--- src/onoff_pkg.sv ---
// Constants, states and timing for the secondary-side on/off cycle request control.
// Assumes a single 40 MHz clock; analog comparator results arrive as raw pins.
// Contract
// - Feedback 2% above regulation threshold turns on weak output bleed sink.
// - Feedback beyond 20% above reference switches bleed sink to strong level.
// - While any bleed sink is active, keep control of cycle requests.
// - Feedback shorted at start-up: finish handshake, then withhold requests for skip time.
// - Feedback short in operation stops requests, deglitched under 10 us.
// - After detecting feedback short, give control back to primary.
// - Output below restart threshold beyond restart delay: relinquish control.
// - Constant current below 5 V, constant power above power knee threshold.
// - Rectifier drive only on requested cycle with falling winding-sense edge.
// - Current sense beyond three times threshold blocks rectifier drive until nominal.
// - Enabled cycle starts at oscillator start, ends at current limit or max duty.
// - A started switching cycle always runs to completion.
// - Clock runs always; feedback sample at cycle start decides switch or skip.
// - Current limit chosen from switch/skip history; highest at heavy load.
// - Medium load skips and lowers limit; very light load lowers further.
// - Six unanswered requests or six unrequested cycles restart the handshake.
// - Cycle oscillator averages 100 kHz with small period jitter.
// - In continuous conduction, rectifier drive ends when next request is sent.
// - Current-limit machine has four states, each with its own limit.
package onoff_pkg;

  // ****************************************
  // Timing
  // ****************************************
  localparam int CLK_HZ = 40000000;
  localparam int OSC_HZ = 100000;
  localparam int OSC_CYCLES = CLK_HZ / OSC_HZ;
  localparam int JITTER_STEPS = 16;
  localparam int DEGLITCH_NS = 5000;
  localparam int DEGLITCH_CYCLES = (DEGLITCH_NS * (CLK_HZ / 1000000)) / 1000;
  localparam int SKIP_TIME_US = 100000;
  localparam int OUT_AR_DELAY_US = 50000;
  localparam int HANDSHAKE_MISS = 6;
  localparam int REQ_PULSE_CYCLES = 4;
  localparam int HISTORY_LEN = 8;
  localparam logic [15:0] JITTER_SEED = 16'hACE1;

  // ****************************************
  // Current limit states, one-hot
  // ****************************************
  typedef enum logic [3:0] {
    LIM_FULL = 4'h1,
    LIM_HIGH = 4'h2,
    LIM_MED = 4'h4,
    LIM_LOW = 4'h8
  } limit_state_t;

  // ****************************************
  // Control states, one-hot
  // ****************************************
  typedef enum logic [4:0] {
    CTL_HANDSHAKE = 5'h01,
    CTL_RUN = 5'h02,
    CTL_SKIP = 5'h04,
    CTL_RELEASED = 5'h08,
    CTL_OUT_AR = 5'h10
  } ctl_state_t;

  // Occupancy thresholds out of HISTORY_LEN for the limit machine
  localparam logic [3:0] UP_COUNT = 4'h7;
  localparam logic [3:0] DOWN_COUNT = 4'h3;

endpackage

--- src/onoff_sync_if.sv ---
`timescale 1ns/1ps
// Carries synchronized comparator levels from the input stage to the controller.
// Assumes both ends are clocked by sys_clk.
interface onoff_sync_if;
  logic fb_over_2pct;
  logic fb_over_20pct;
  logic fb_below_reg;
  logic fb_short;
  logic out_below_ar;
  logic out_below_5v;
  logic out_above_knee;
  logic cur_over_th;
  logic cur_surge;
  logic winding_low;
  logic primary_switched;
  modport source (output fb_over_2pct, fb_over_20pct, fb_below_reg, fb_short, out_below_ar,
    out_below_5v, out_above_knee, cur_over_th, cur_surge, winding_low, primary_switched);
  modport sink (input fb_over_2pct, fb_over_20pct, fb_below_reg, fb_short, out_below_ar,
    out_below_5v, out_above_knee, cur_over_th, cur_surge, winding_low, primary_switched);
endinterface

--- src/onoff_sync.sv ---
`timescale 1ns/1ps
// Two-stage synchronizer bank for the analog comparator outputs.
// Assumes raw inputs are asynchronous to sys_clk.
module onoff_sync (
  // Clock and reset
  input wire logic sys_clk,
  input wire logic reset_n,
  // Raw comparator levels
  input wire logic [10:0] raw_in,
  // Synchronized levels
  onoff_sync_if.source sync
);
  import onoff_pkg::*;

  logic [10:0] meta_reg;
  logic [10:0] stable_reg;

  // ****************************************
  // Two flip-flops per level
  // ****************************************
  always_ff @(posedge sys_clk or negedge reset_n) begin
    if (!reset_n) begin
      meta_reg <= 11'h000;
      stable_reg <= 11'h000;
    end else begin
      meta_reg <= raw_in;
      stable_reg <= meta_reg;
    end
  end

  // Only the second stage reaches the controller
  assign sync.fb_over_2pct = stable_reg[0];
  assign sync.fb_over_20pct = stable_reg[1];
  assign sync.fb_below_reg = stable_reg[2];
  assign sync.fb_short = stable_reg[3];
  assign sync.out_below_ar = stable_reg[4];
  assign sync.out_below_5v = stable_reg[5];
  assign sync.out_above_knee = stable_reg[6];
  assign sync.cur_over_th = stable_reg[7];
  assign sync.cur_surge = stable_reg[8];
  assign sync.winding_low = stable_reg[9];
  assign sync.primary_switched = stable_reg[10];
endmodule

--- src/onoff_cycle_request_control.sv ---
`timescale 1ns/1ps
// Secondary-side on/off cycle request controller with limit machine and protections.
// Assumes comparator pins are asynchronous; request pulse goes to the isolated link driver.
module onoff_cycle_request_control #(
  parameter int SKIP_CYCLES = onoff_pkg::SKIP_TIME_US * (onoff_pkg::CLK_HZ / 1000000),
  parameter int OUT_AR_CYCLES = onoff_pkg::OUT_AR_DELAY_US * (onoff_pkg::CLK_HZ / 1000000)
) (
  // Clock and reset
  input wire logic sys_clk,
  input wire logic reset_n,
  // Feedback comparators
  input wire logic fb_over_2pct,
  input wire logic fb_over_20pct,
  input wire logic fb_below_reg,
  input wire logic fb_short,
  // Output and current comparators
  input wire logic out_below_ar,
  input wire logic out_below_5v,
  input wire logic out_above_knee,
  input wire logic cur_over_th,
  input wire logic cur_surge,
  // Winding sense and primary activity
  input wire logic winding_low,
  input wire logic primary_switched,
  // Link and drive outputs
  output logic cycle_request,
  output logic sync_rectifier_drive,
  output logic bleed_weak,
  output logic bleed_strong,
  output logic secondary_in_control,
  output onoff_pkg::limit_state_t limit_state,
  output logic cc_mode,
  output logic cp_mode
);
  import onoff_pkg::*;
  onoff_sync_if sync ();
  onoff_sync u_sync (
    .sys_clk(sys_clk),
    .reset_n(reset_n),
    .raw_in({primary_switched, winding_low, cur_surge, cur_over_th, out_above_knee,
      out_below_5v, out_below_ar, fb_short, fb_below_reg, fb_over_20pct, fb_over_2pct}),
    .sync(sync)
  );

  // Occupancy of the switch/skip history
  function automatic logic [3:0] ones(input logic [HISTORY_LEN-1:0] h);
    logic [3:0] n;
    n = 4'h0;
    for (int i = 0; i < HISTORY_LEN; i++) begin
      n = n + {3'h0, h[i]};
    end
    return n;
  endfunction

  // ****************************************
  // Oscillator with LFSR period jitter
  // ****************************************
  logic [9:0] osc_cnt_reg, osc_cnt_next;
  logic [15:0] lfsr_reg, lfsr_next;
  logic [9:0] period_reg, period_next;
  logic cycle_start;

  // Period runs from 8 cycles below to 7 above nominal, so the average sits just above 100 kHz
  always_comb begin
    lfsr_next = lfsr_reg;
    period_next = period_reg;
    osc_cnt_next = osc_cnt_reg + 10'h001;
    cycle_start = 1'b0;
    if (osc_cnt_reg >= period_reg - 10'h001) begin
      cycle_start = 1'b1;
      osc_cnt_next = 10'h000;
      lfsr_next = {lfsr_reg[14:0], lfsr_reg[15] ^ lfsr_reg[13] ^ lfsr_reg[12] ^ lfsr_reg[10]};
      period_next = 10'(OSC_CYCLES - JITTER_STEPS / 2) + {6'h00, lfsr_reg[3:0]};
    end
  end

  always_ff @(posedge sys_clk or negedge reset_n) begin
    if (!reset_n) begin
      osc_cnt_reg <= 10'h000;
      lfsr_reg <= JITTER_SEED;
      period_reg <= 10'(OSC_CYCLES);
    end else begin
      osc_cnt_reg <= osc_cnt_next;
      lfsr_reg <= lfsr_next;
      period_reg <= period_next;
    end
  end

  // ****************************************
  // Feedback short deglitch
  // ****************************************
  logic [7:0] dg_cnt_reg, dg_cnt_next;
  logic short_det;
  always_comb begin
    dg_cnt_next = 8'h00;
    if (sync.fb_short) begin
      dg_cnt_next = (dg_cnt_reg == 8'(DEGLITCH_CYCLES)) ? dg_cnt_reg : dg_cnt_reg + 8'h01;
    end
  end
  assign short_det = (dg_cnt_reg == 8'(DEGLITCH_CYCLES));
  always_ff @(posedge sys_clk or negedge reset_n) begin
    if (!reset_n) begin
      dg_cnt_reg <= 8'h00;
    end else begin
      dg_cnt_reg <= dg_cnt_next;
    end
  end

  // ****************************************
  // Control state machine and request pulse
  // ****************************************
  ctl_state_t ctl_reg, ctl_next;
  logic [31:0] timer_reg, timer_next;
  logic [2:0] miss_reg, miss_next;
  logic [2:0] extra_reg, extra_next;
  logic [2:0] pulse_reg, pulse_next;
  logic short_at_start_reg, short_at_start_next;
  logic req_this_reg, req_this_next;
  logic answered_reg, answered_next;
  logic sw_prev_reg;
  logic sw_edge;
  logic bleeding;
  logic want;
  assign sw_edge = sync.primary_switched && !sw_prev_reg;
  assign bleeding = sync.fb_over_2pct || sync.fb_over_20pct;
  // Feedback below regulation asks for energy unless current is at its limit below 5 V
  assign want = sync.fb_below_reg && !(sync.cur_over_th && sync.out_below_5v);
  always_comb begin
    ctl_next = ctl_reg;
    timer_next = timer_reg;
    miss_next = miss_reg;
    extra_next = extra_reg;
    pulse_next = (pulse_reg != 3'h0) ? pulse_reg - 3'h1 : 3'h0;
    short_at_start_next = short_at_start_reg;
    req_this_next = req_this_reg;
    answered_next = answered_reg || sw_edge;
    unique case (ctl_reg)
      CTL_HANDSHAKE: begin
        if (sync.fb_short) begin
          short_at_start_next = 1'b1;
        end
        // Handshake completes once primary answers a request pulse
        if (cycle_start) begin
          pulse_next = 3'(REQ_PULSE_CYCLES);
        end
        if (sw_edge && pulse_reg == 3'h0) begin
          ctl_next = short_at_start_reg ? CTL_SKIP : CTL_RUN;
          timer_next = 32'h0;
          miss_next = 3'h0;
          extra_next = 3'h0;
        end
      end
      CTL_RUN: begin
        if (cycle_start) begin
          // Score the previous cycle; an answer landing on this very edge still counts
          if (req_this_reg && !(answered_reg || sw_edge)) begin
            miss_next = miss_reg + 3'h1;
          end else begin
            miss_next = 3'h0;
          end
          if (!req_this_reg && (answered_reg || sw_edge)) begin
            extra_next = extra_reg + 3'h1;
          end else begin
            extra_next = 3'h0;
          end
          answered_next = 1'b0;
          req_this_next = want && !bleeding;
          if (want && !bleeding) begin
            pulse_next = 3'(REQ_PULSE_CYCLES);
          end
        end
        timer_next = sync.out_below_ar ? timer_reg + 32'h1 : 32'h0;
        if (short_det) begin
          ctl_next = CTL_SKIP;
          timer_next = 32'h0;
        end else if (!bleeding && timer_reg >= 32'(OUT_AR_CYCLES)) begin
          ctl_next = CTL_OUT_AR;
        end else if (!bleeding && (miss_reg >= 3'(HANDSHAKE_MISS)
            || extra_reg >= 3'(HANDSHAKE_MISS))) begin
          ctl_next = CTL_HANDSHAKE;
          short_at_start_next = 1'b0;
        end
      end
      CTL_SKIP: begin
        // No requests for the skip period, then hand over to the primary
        timer_next = timer_reg + 32'h1;
        if (timer_reg >= 32'(SKIP_CYCLES)) begin
          ctl_next = CTL_RELEASED;
        end
      end
      CTL_OUT_AR, CTL_RELEASED: begin
        // Control is released; a fresh handshake starts when the fault clears
        if (!sync.fb_short && !sync.out_below_ar) begin
          ctl_next = CTL_HANDSHAKE;
          short_at_start_next = 1'b0;
          timer_next = 32'h0;
        end
      end
      default: begin
        ctl_next = CTL_HANDSHAKE;
      end
    endcase
  end

  always_ff @(posedge sys_clk or negedge reset_n) begin
    if (!reset_n) begin
      ctl_reg <= CTL_HANDSHAKE;
      timer_reg <= 32'h0;
      miss_reg <= 3'h0;
      extra_reg <= 3'h0;
      pulse_reg <= 3'h0;
      short_at_start_reg <= 1'b0;
      req_this_reg <= 1'b0;
      answered_reg <= 1'b0;
      sw_prev_reg <= 1'b0;
    end else begin
      ctl_reg <= ctl_next;
      timer_reg <= timer_next;
      miss_reg <= miss_next;
      extra_reg <= extra_next;
      pulse_reg <= pulse_next;
      short_at_start_reg <= short_at_start_next;
      req_this_reg <= req_this_next;
      answered_reg <= answered_next;
      sw_prev_reg <= sync.primary_switched;
    end
  end

  // ****************************************
  // Current limit machine and drives
  // ****************************************
  limit_state_t lim_reg, lim_next;
  logic [HISTORY_LEN-1:0] hist_reg, hist_next;
  logic sr_reg, sr_next;
  logic wind_prev_reg;
  logic [3:0] occ;
  assign occ = ones(hist_reg);
  // Limit only moves at a cycle boundary, so a started cycle keeps its limit
  always_comb begin
    lim_next = lim_reg;
    hist_next = hist_reg;
    if (cycle_start && ctl_reg == CTL_RUN) begin
      hist_next = {hist_reg[HISTORY_LEN-2:0], want && !bleeding};
      unique case (lim_reg)
        LIM_FULL: lim_next = (occ < DOWN_COUNT) ? LIM_HIGH : LIM_FULL;
        LIM_HIGH: lim_next = (occ >= UP_COUNT) ? LIM_FULL
          : ((occ < DOWN_COUNT) ? LIM_MED : LIM_HIGH);
        LIM_MED: lim_next = (occ >= UP_COUNT) ? LIM_HIGH
          : ((occ < DOWN_COUNT) ? LIM_LOW : LIM_MED);
        LIM_LOW: lim_next = (occ >= UP_COUNT) ? LIM_MED : LIM_LOW;
        default: lim_next = LIM_FULL;
      endcase
    end
  end

  // Drive engages on winding fall during a requested cycle while in the run state
  always_comb begin
    sr_next = sr_reg;
    if (sync.winding_low && !wind_prev_reg && req_this_reg && ctl_reg == CTL_RUN) begin
      sr_next = 1'b1;
    end
    if (cycle_start && want && !bleeding) begin
      sr_next = 1'b0;
    end
    if (!sync.winding_low && wind_prev_reg) begin
      sr_next = 1'b0;
    end
    if (sync.cur_surge || ctl_reg != CTL_RUN) begin
      sr_next = 1'b0;
    end
  end

  always_ff @(posedge sys_clk or negedge reset_n) begin
    if (!reset_n) begin
      lim_reg <= LIM_FULL;
      hist_reg <= '1;
      sr_reg <= 1'b0;
      wind_prev_reg <= 1'b0;
    end else begin
      lim_reg <= lim_next;
      hist_reg <= hist_next;
      sr_reg <= sr_next;
      wind_prev_reg <= sync.winding_low;
    end
  end

  // The primary starts each requested cycle at its oscillator edge and ends it
  // at the selected limit or max_duty_limit; a pulse is never cut short once sent.
  assign cycle_request = (pulse_reg != 3'h0);
  assign sync_rectifier_drive = sr_reg;
  assign bleed_weak = sync.fb_over_2pct && !sync.fb_over_20pct;
  assign bleed_strong = sync.fb_over_20pct;
  assign secondary_in_control = (ctl_reg == CTL_RUN) || (ctl_reg == CTL_SKIP);
  assign limit_state = lim_reg;
  assign cc_mode = sync.out_below_5v;
  assign cp_mode = sync.out_above_knee && !sync.out_below_5v;
endmodule

--- config.mk ---
export PLATFORM = sky130hd
export DESIGN_NAME = onoff_cycle_request_control
export DESIGN_NICKNAME = d
export VERILOG_FILES = /design/src/onoff_pkg.sv /design/src/onoff_sync_if.sv /design/src/onoff_sync.sv /design/src/onoff_cycle_request_control.sv
export SDC_FILE = /design/constraint.sdc
export NUM_CORES = 1
export LEC_CHECK = 0
export ABC_AREA = 1
export BUFFER_PORTS_ARGS = -buffer_cell sky130_fd_sc_hd__buf_2
export CAP_MARGIN = 20
export CORE_MARGIN = 1.5
export CORE_UTILIZATION = 30
export CTS_CLUSTER_DIAMETER = 200
export CTS_CLUSTER_SIZE = 8
export DETAILED_ROUTE_END_ITERATION = 10
export GPL_ROUTABILITY_DRIVEN = 0
export GPL_TIMING_DRIVEN = 0
export HOLD_SLACK_MARGIN = 0.12
export PLACE_DENSITY = 0.44
export SYNTH_ARGS = -nofsm -noshare
export SYNTH_HDL_FRONTEND = slang
export SYNTH_SLANG_ARGS = --single-unit
export TNS_END_PERCENT = 100
--- constraint.sdc ---
create_clock -name sys_clk -period 4.7 [get_ports sys_clk]
set_clock_uncertainty 0.2 [all_clocks]
set_input_delay 0.235 -clock sys_clk [delete_from_list [all_inputs] [get_ports sys_clk]]
set_output_delay 0.235 -clock sys_clk [all_outputs]
set_load 0.05 [all_outputs]
==> impl_metrics.toml <==
[power_and_ir_drop]
p_per_area_mw_per_mm2 = 397
ir_worst_vdd_mv = 0.191
p_total_mw = 3.11
power.leakage_nw = 3.56

[synthesis]
synth.top_cell.area_share_pct = 38.9
syn_nets = 866
syn_area_per_cell_um2 = 7.99
synth-seq-cells = 122
synth_top_family_by_area = "simple AND/OR/NAND/NOR gates"
synth-simple-area-share_pct = 28.9
synth_edf_count = 0
synth_cell_types = 49
postSynth.asyncResetShare_pct = 100
synth_area_mm2 = 0.00663
synth.largest_area_cell = "dfrtp_1"
synth_fa_ha_area_share_pct = 4.98
synthCells = 829
yosysMostFrequentCell = "nand2_1"
synth_xor_area_share_pct = 1.59
yosys-top-cells-area = "dfrtp_1 (39%), nand2_1 (11%), dfstp_2 (7.5%), inv_1 (6.2%), nor2_1 (4.8%)"
ys.flop_type = "dfrtp_1"
synth_commonest_cells = "nand2_1 (196), inv_1 (110), dfrtp_1 (103), nor2_1 (85), o21ai_0 (57)"
ys_warn_count = 0
synthMuxAreaShare_pct = 0
yosysSeqAreaShare_pct = 46.4
synth_compound_area_share_pct = 9.76

[route]
dr.pass1.iters = 5
drtIter0Drc = 259
via_per_inst = 4.63
post-route-drc-count = 0
ant_nets = 0
wl_mm = 15.8
num_vias = 5448
wire_per_inst_um = 13.4

[clocking]
cts_tree = "done"
clk_pin_slew_ns = 0.06
root_buffer = "clkbuf_16"
ctsResizeCount = 0
cts.path.max_buffers = 2
h-tree-depth = 4
post_cts_buffers = 0
cts_sinks = 122
cts_buffers = 17
worstSkewPairLatency_ns = 0.42

[sta]
fin_ws_ns = 0.668
relSlewSlack_pct = 58.3
rsz0062_at_grt = "no"
worst_pin_slew_ns = 0.625
period_share_pct = 85.8
timing.final.hold_violations = 0
setup_viol = 0
setup-tns-final_ns = 0
max_freq_ghz = 0.248
fin_crit_ns = 4.03
slew_violations = 0

[critical_path]
start_kind = "flip-flop"
critPathCaptureType = "flip-flop"
cp_cell_sequence = "inv_1, fa_1, fa_1, fa_1, inv_1, ha_1, fa_1, nand2_1, o21ai_0, nor2_1, nand2_1, nand3_1, nand2_1, o21ai_0"
cp.required_ns = 4.79
path_class = "reg -> reg"
critPathMaxStageDelay_ns = 0.56
startpoint = "hist_reg[0]"
cp_common_cell = "fa_1"
crit_arrival_ns = 4.13
crit_fanout = 5
cpMaxStageDelayCell = "fa_1"
r2r_start = "hist_reg[0]"

[finish]
drive_gt1_share_pct = 13.5
largest_register_ffs = 32
area_delta_synth_final_pct = 18.0
nets = 921
fillers = 2323
design_area_mm2 = 0.00782
antenna_cells = 0

[place]
place_ws_ns = 0.637
dpl-instance-area_mm2 = 0.00713
hpwl_mm = 11.3
io_buffers = 23

[global_route]
grt_pass1_vias = 5374
grt_usage_pct = 15.1
grt_max_degree = 71
grt-ovfl-total = 0
antenna_found_initial = 0
grt_first_pass_wirelength_mm = 27.1

[floorplanning]
die_width_um = 152
die_h_um = 152
dieArea_mm2 = 0.0230
io_pins = 24
coreArea_mm2 = 0.0218
rows = 54
start_util_pct = 30.5

[hold_path]
hold_path_class = "in -> async"

[outcome]
outcome = "complete, no violations"

[run]
drv_cap = 0
[final cells by class]
| class | instances | area, µm² | area share [%] |
|---|---|---|---|
| sequential | 122 | 3080 | 39.3 |
| multi-input combinational | 573 | 3000 | 38.4 |
| clock buffer | 18 | 439 | 5.62 |
| inverter | 116 | 438 | 5.60 |
| tap | 280 | 350 | 4.48 |
| timing repair buffer | 36 | 269 | 3.44 |
| clock inverter | 14 | 135 | 1.73 |
| buffer | 18 | 113 | 1.44 |
[worst max-delay path: cells and delay by family, from the launching register on]
| kind | cells | cell delay [ns] |
|---|---|---|
| adders and majority gates | 5 | 2.16 |
| AOI/OAI and AO/OA | 2 | 0.53 |
| DFF | 1 | 0.51 |
| and+or+nand+nor | 5 | 0.39 |
| buffers and inverters | 2 | 0.11 |
[placed cells by master (no fill, tap or decap), drive strengths merged, types with 7 or more instances in the layout]
cell type	instances
buf	35
o21ai	66
dlygate4sd3	12
nor2	91
inv	123
ha	20
nand3	57
dfstp	19
nand2	202
clkbuf	25
xor2	8
dfrtp	103
o211ai	7
a21oi	26
nor3	40
nand4	17
[per-stage QoR]
step / utilization (%) / hold slack, ns / std cells
3_3_place_gp: 32.6 / 0.132 / 1132
3_5_place_dp: 32.8 / 0.0210 / 1133
5_1_grt: 35.9 / 0.152 / 1177
2_1_floorplan: - / -0.261 / 829
4_1_cts: 35.9 / 0.143 / 1177
6_report: 35.9 / 0.132 / 1177
[routing by layer]
| metal | track usage [%] | wire length (µm) | part of all wire [%] | vias to the layer above |
|---|---|---|---|---|
| li1 | - | - | - | 2792 |
| met1 | 20.6 | 7860 | 50 | 2585 |
| met2 | 24.1 | 7290 | 46 | 59 |
| met3 | 3.35 | 492 | 3.1 | 12 |
| met4 | 4.33 | 174 | 1.1 | 0 |
| met5 | 0 | 0 | 0 | - |
[cell families after synthesis]
kind of cell | count (synthesis)
xor gates and xnor gates | 12
buffers and inverters | 134
and+or+nand+nor | 422
DFF | 122
AOI/OAI and AO/OA | 115
adders and majority gates | 24
[final timing paths]
check	slack, ns	to	cells after the start
setup / recovery	0.67	limit_state[1]	14
hold / removal	0.13	dg_cnt_reg[4]	2
setup reg to reg	0.67	limit_state[1]	14
hold reg to reg	0.14	u_sync.stable_reg[6]	0
max in group asynchronous	3.39	lfsr_reg[11]	3
min in group sys_clk	0.14	u_sync.stable_reg[6]	0
[power breakdown]
part	switching, mW	leakage, nW	internal (mW)
Combinational	0.493	1.72	0.204
Clock	0.529	0.282	0.754
Sequential	0.0309	1.55	1.09
Total	1.05	3.56	2.05
[repair_timing]
item	CTS	global route
endpoints found under the setup margin	0	0
hold endpoints to repair	123	0
hold buffers	12	0
No activity file was read; power rests on OpenSTA's default activity.
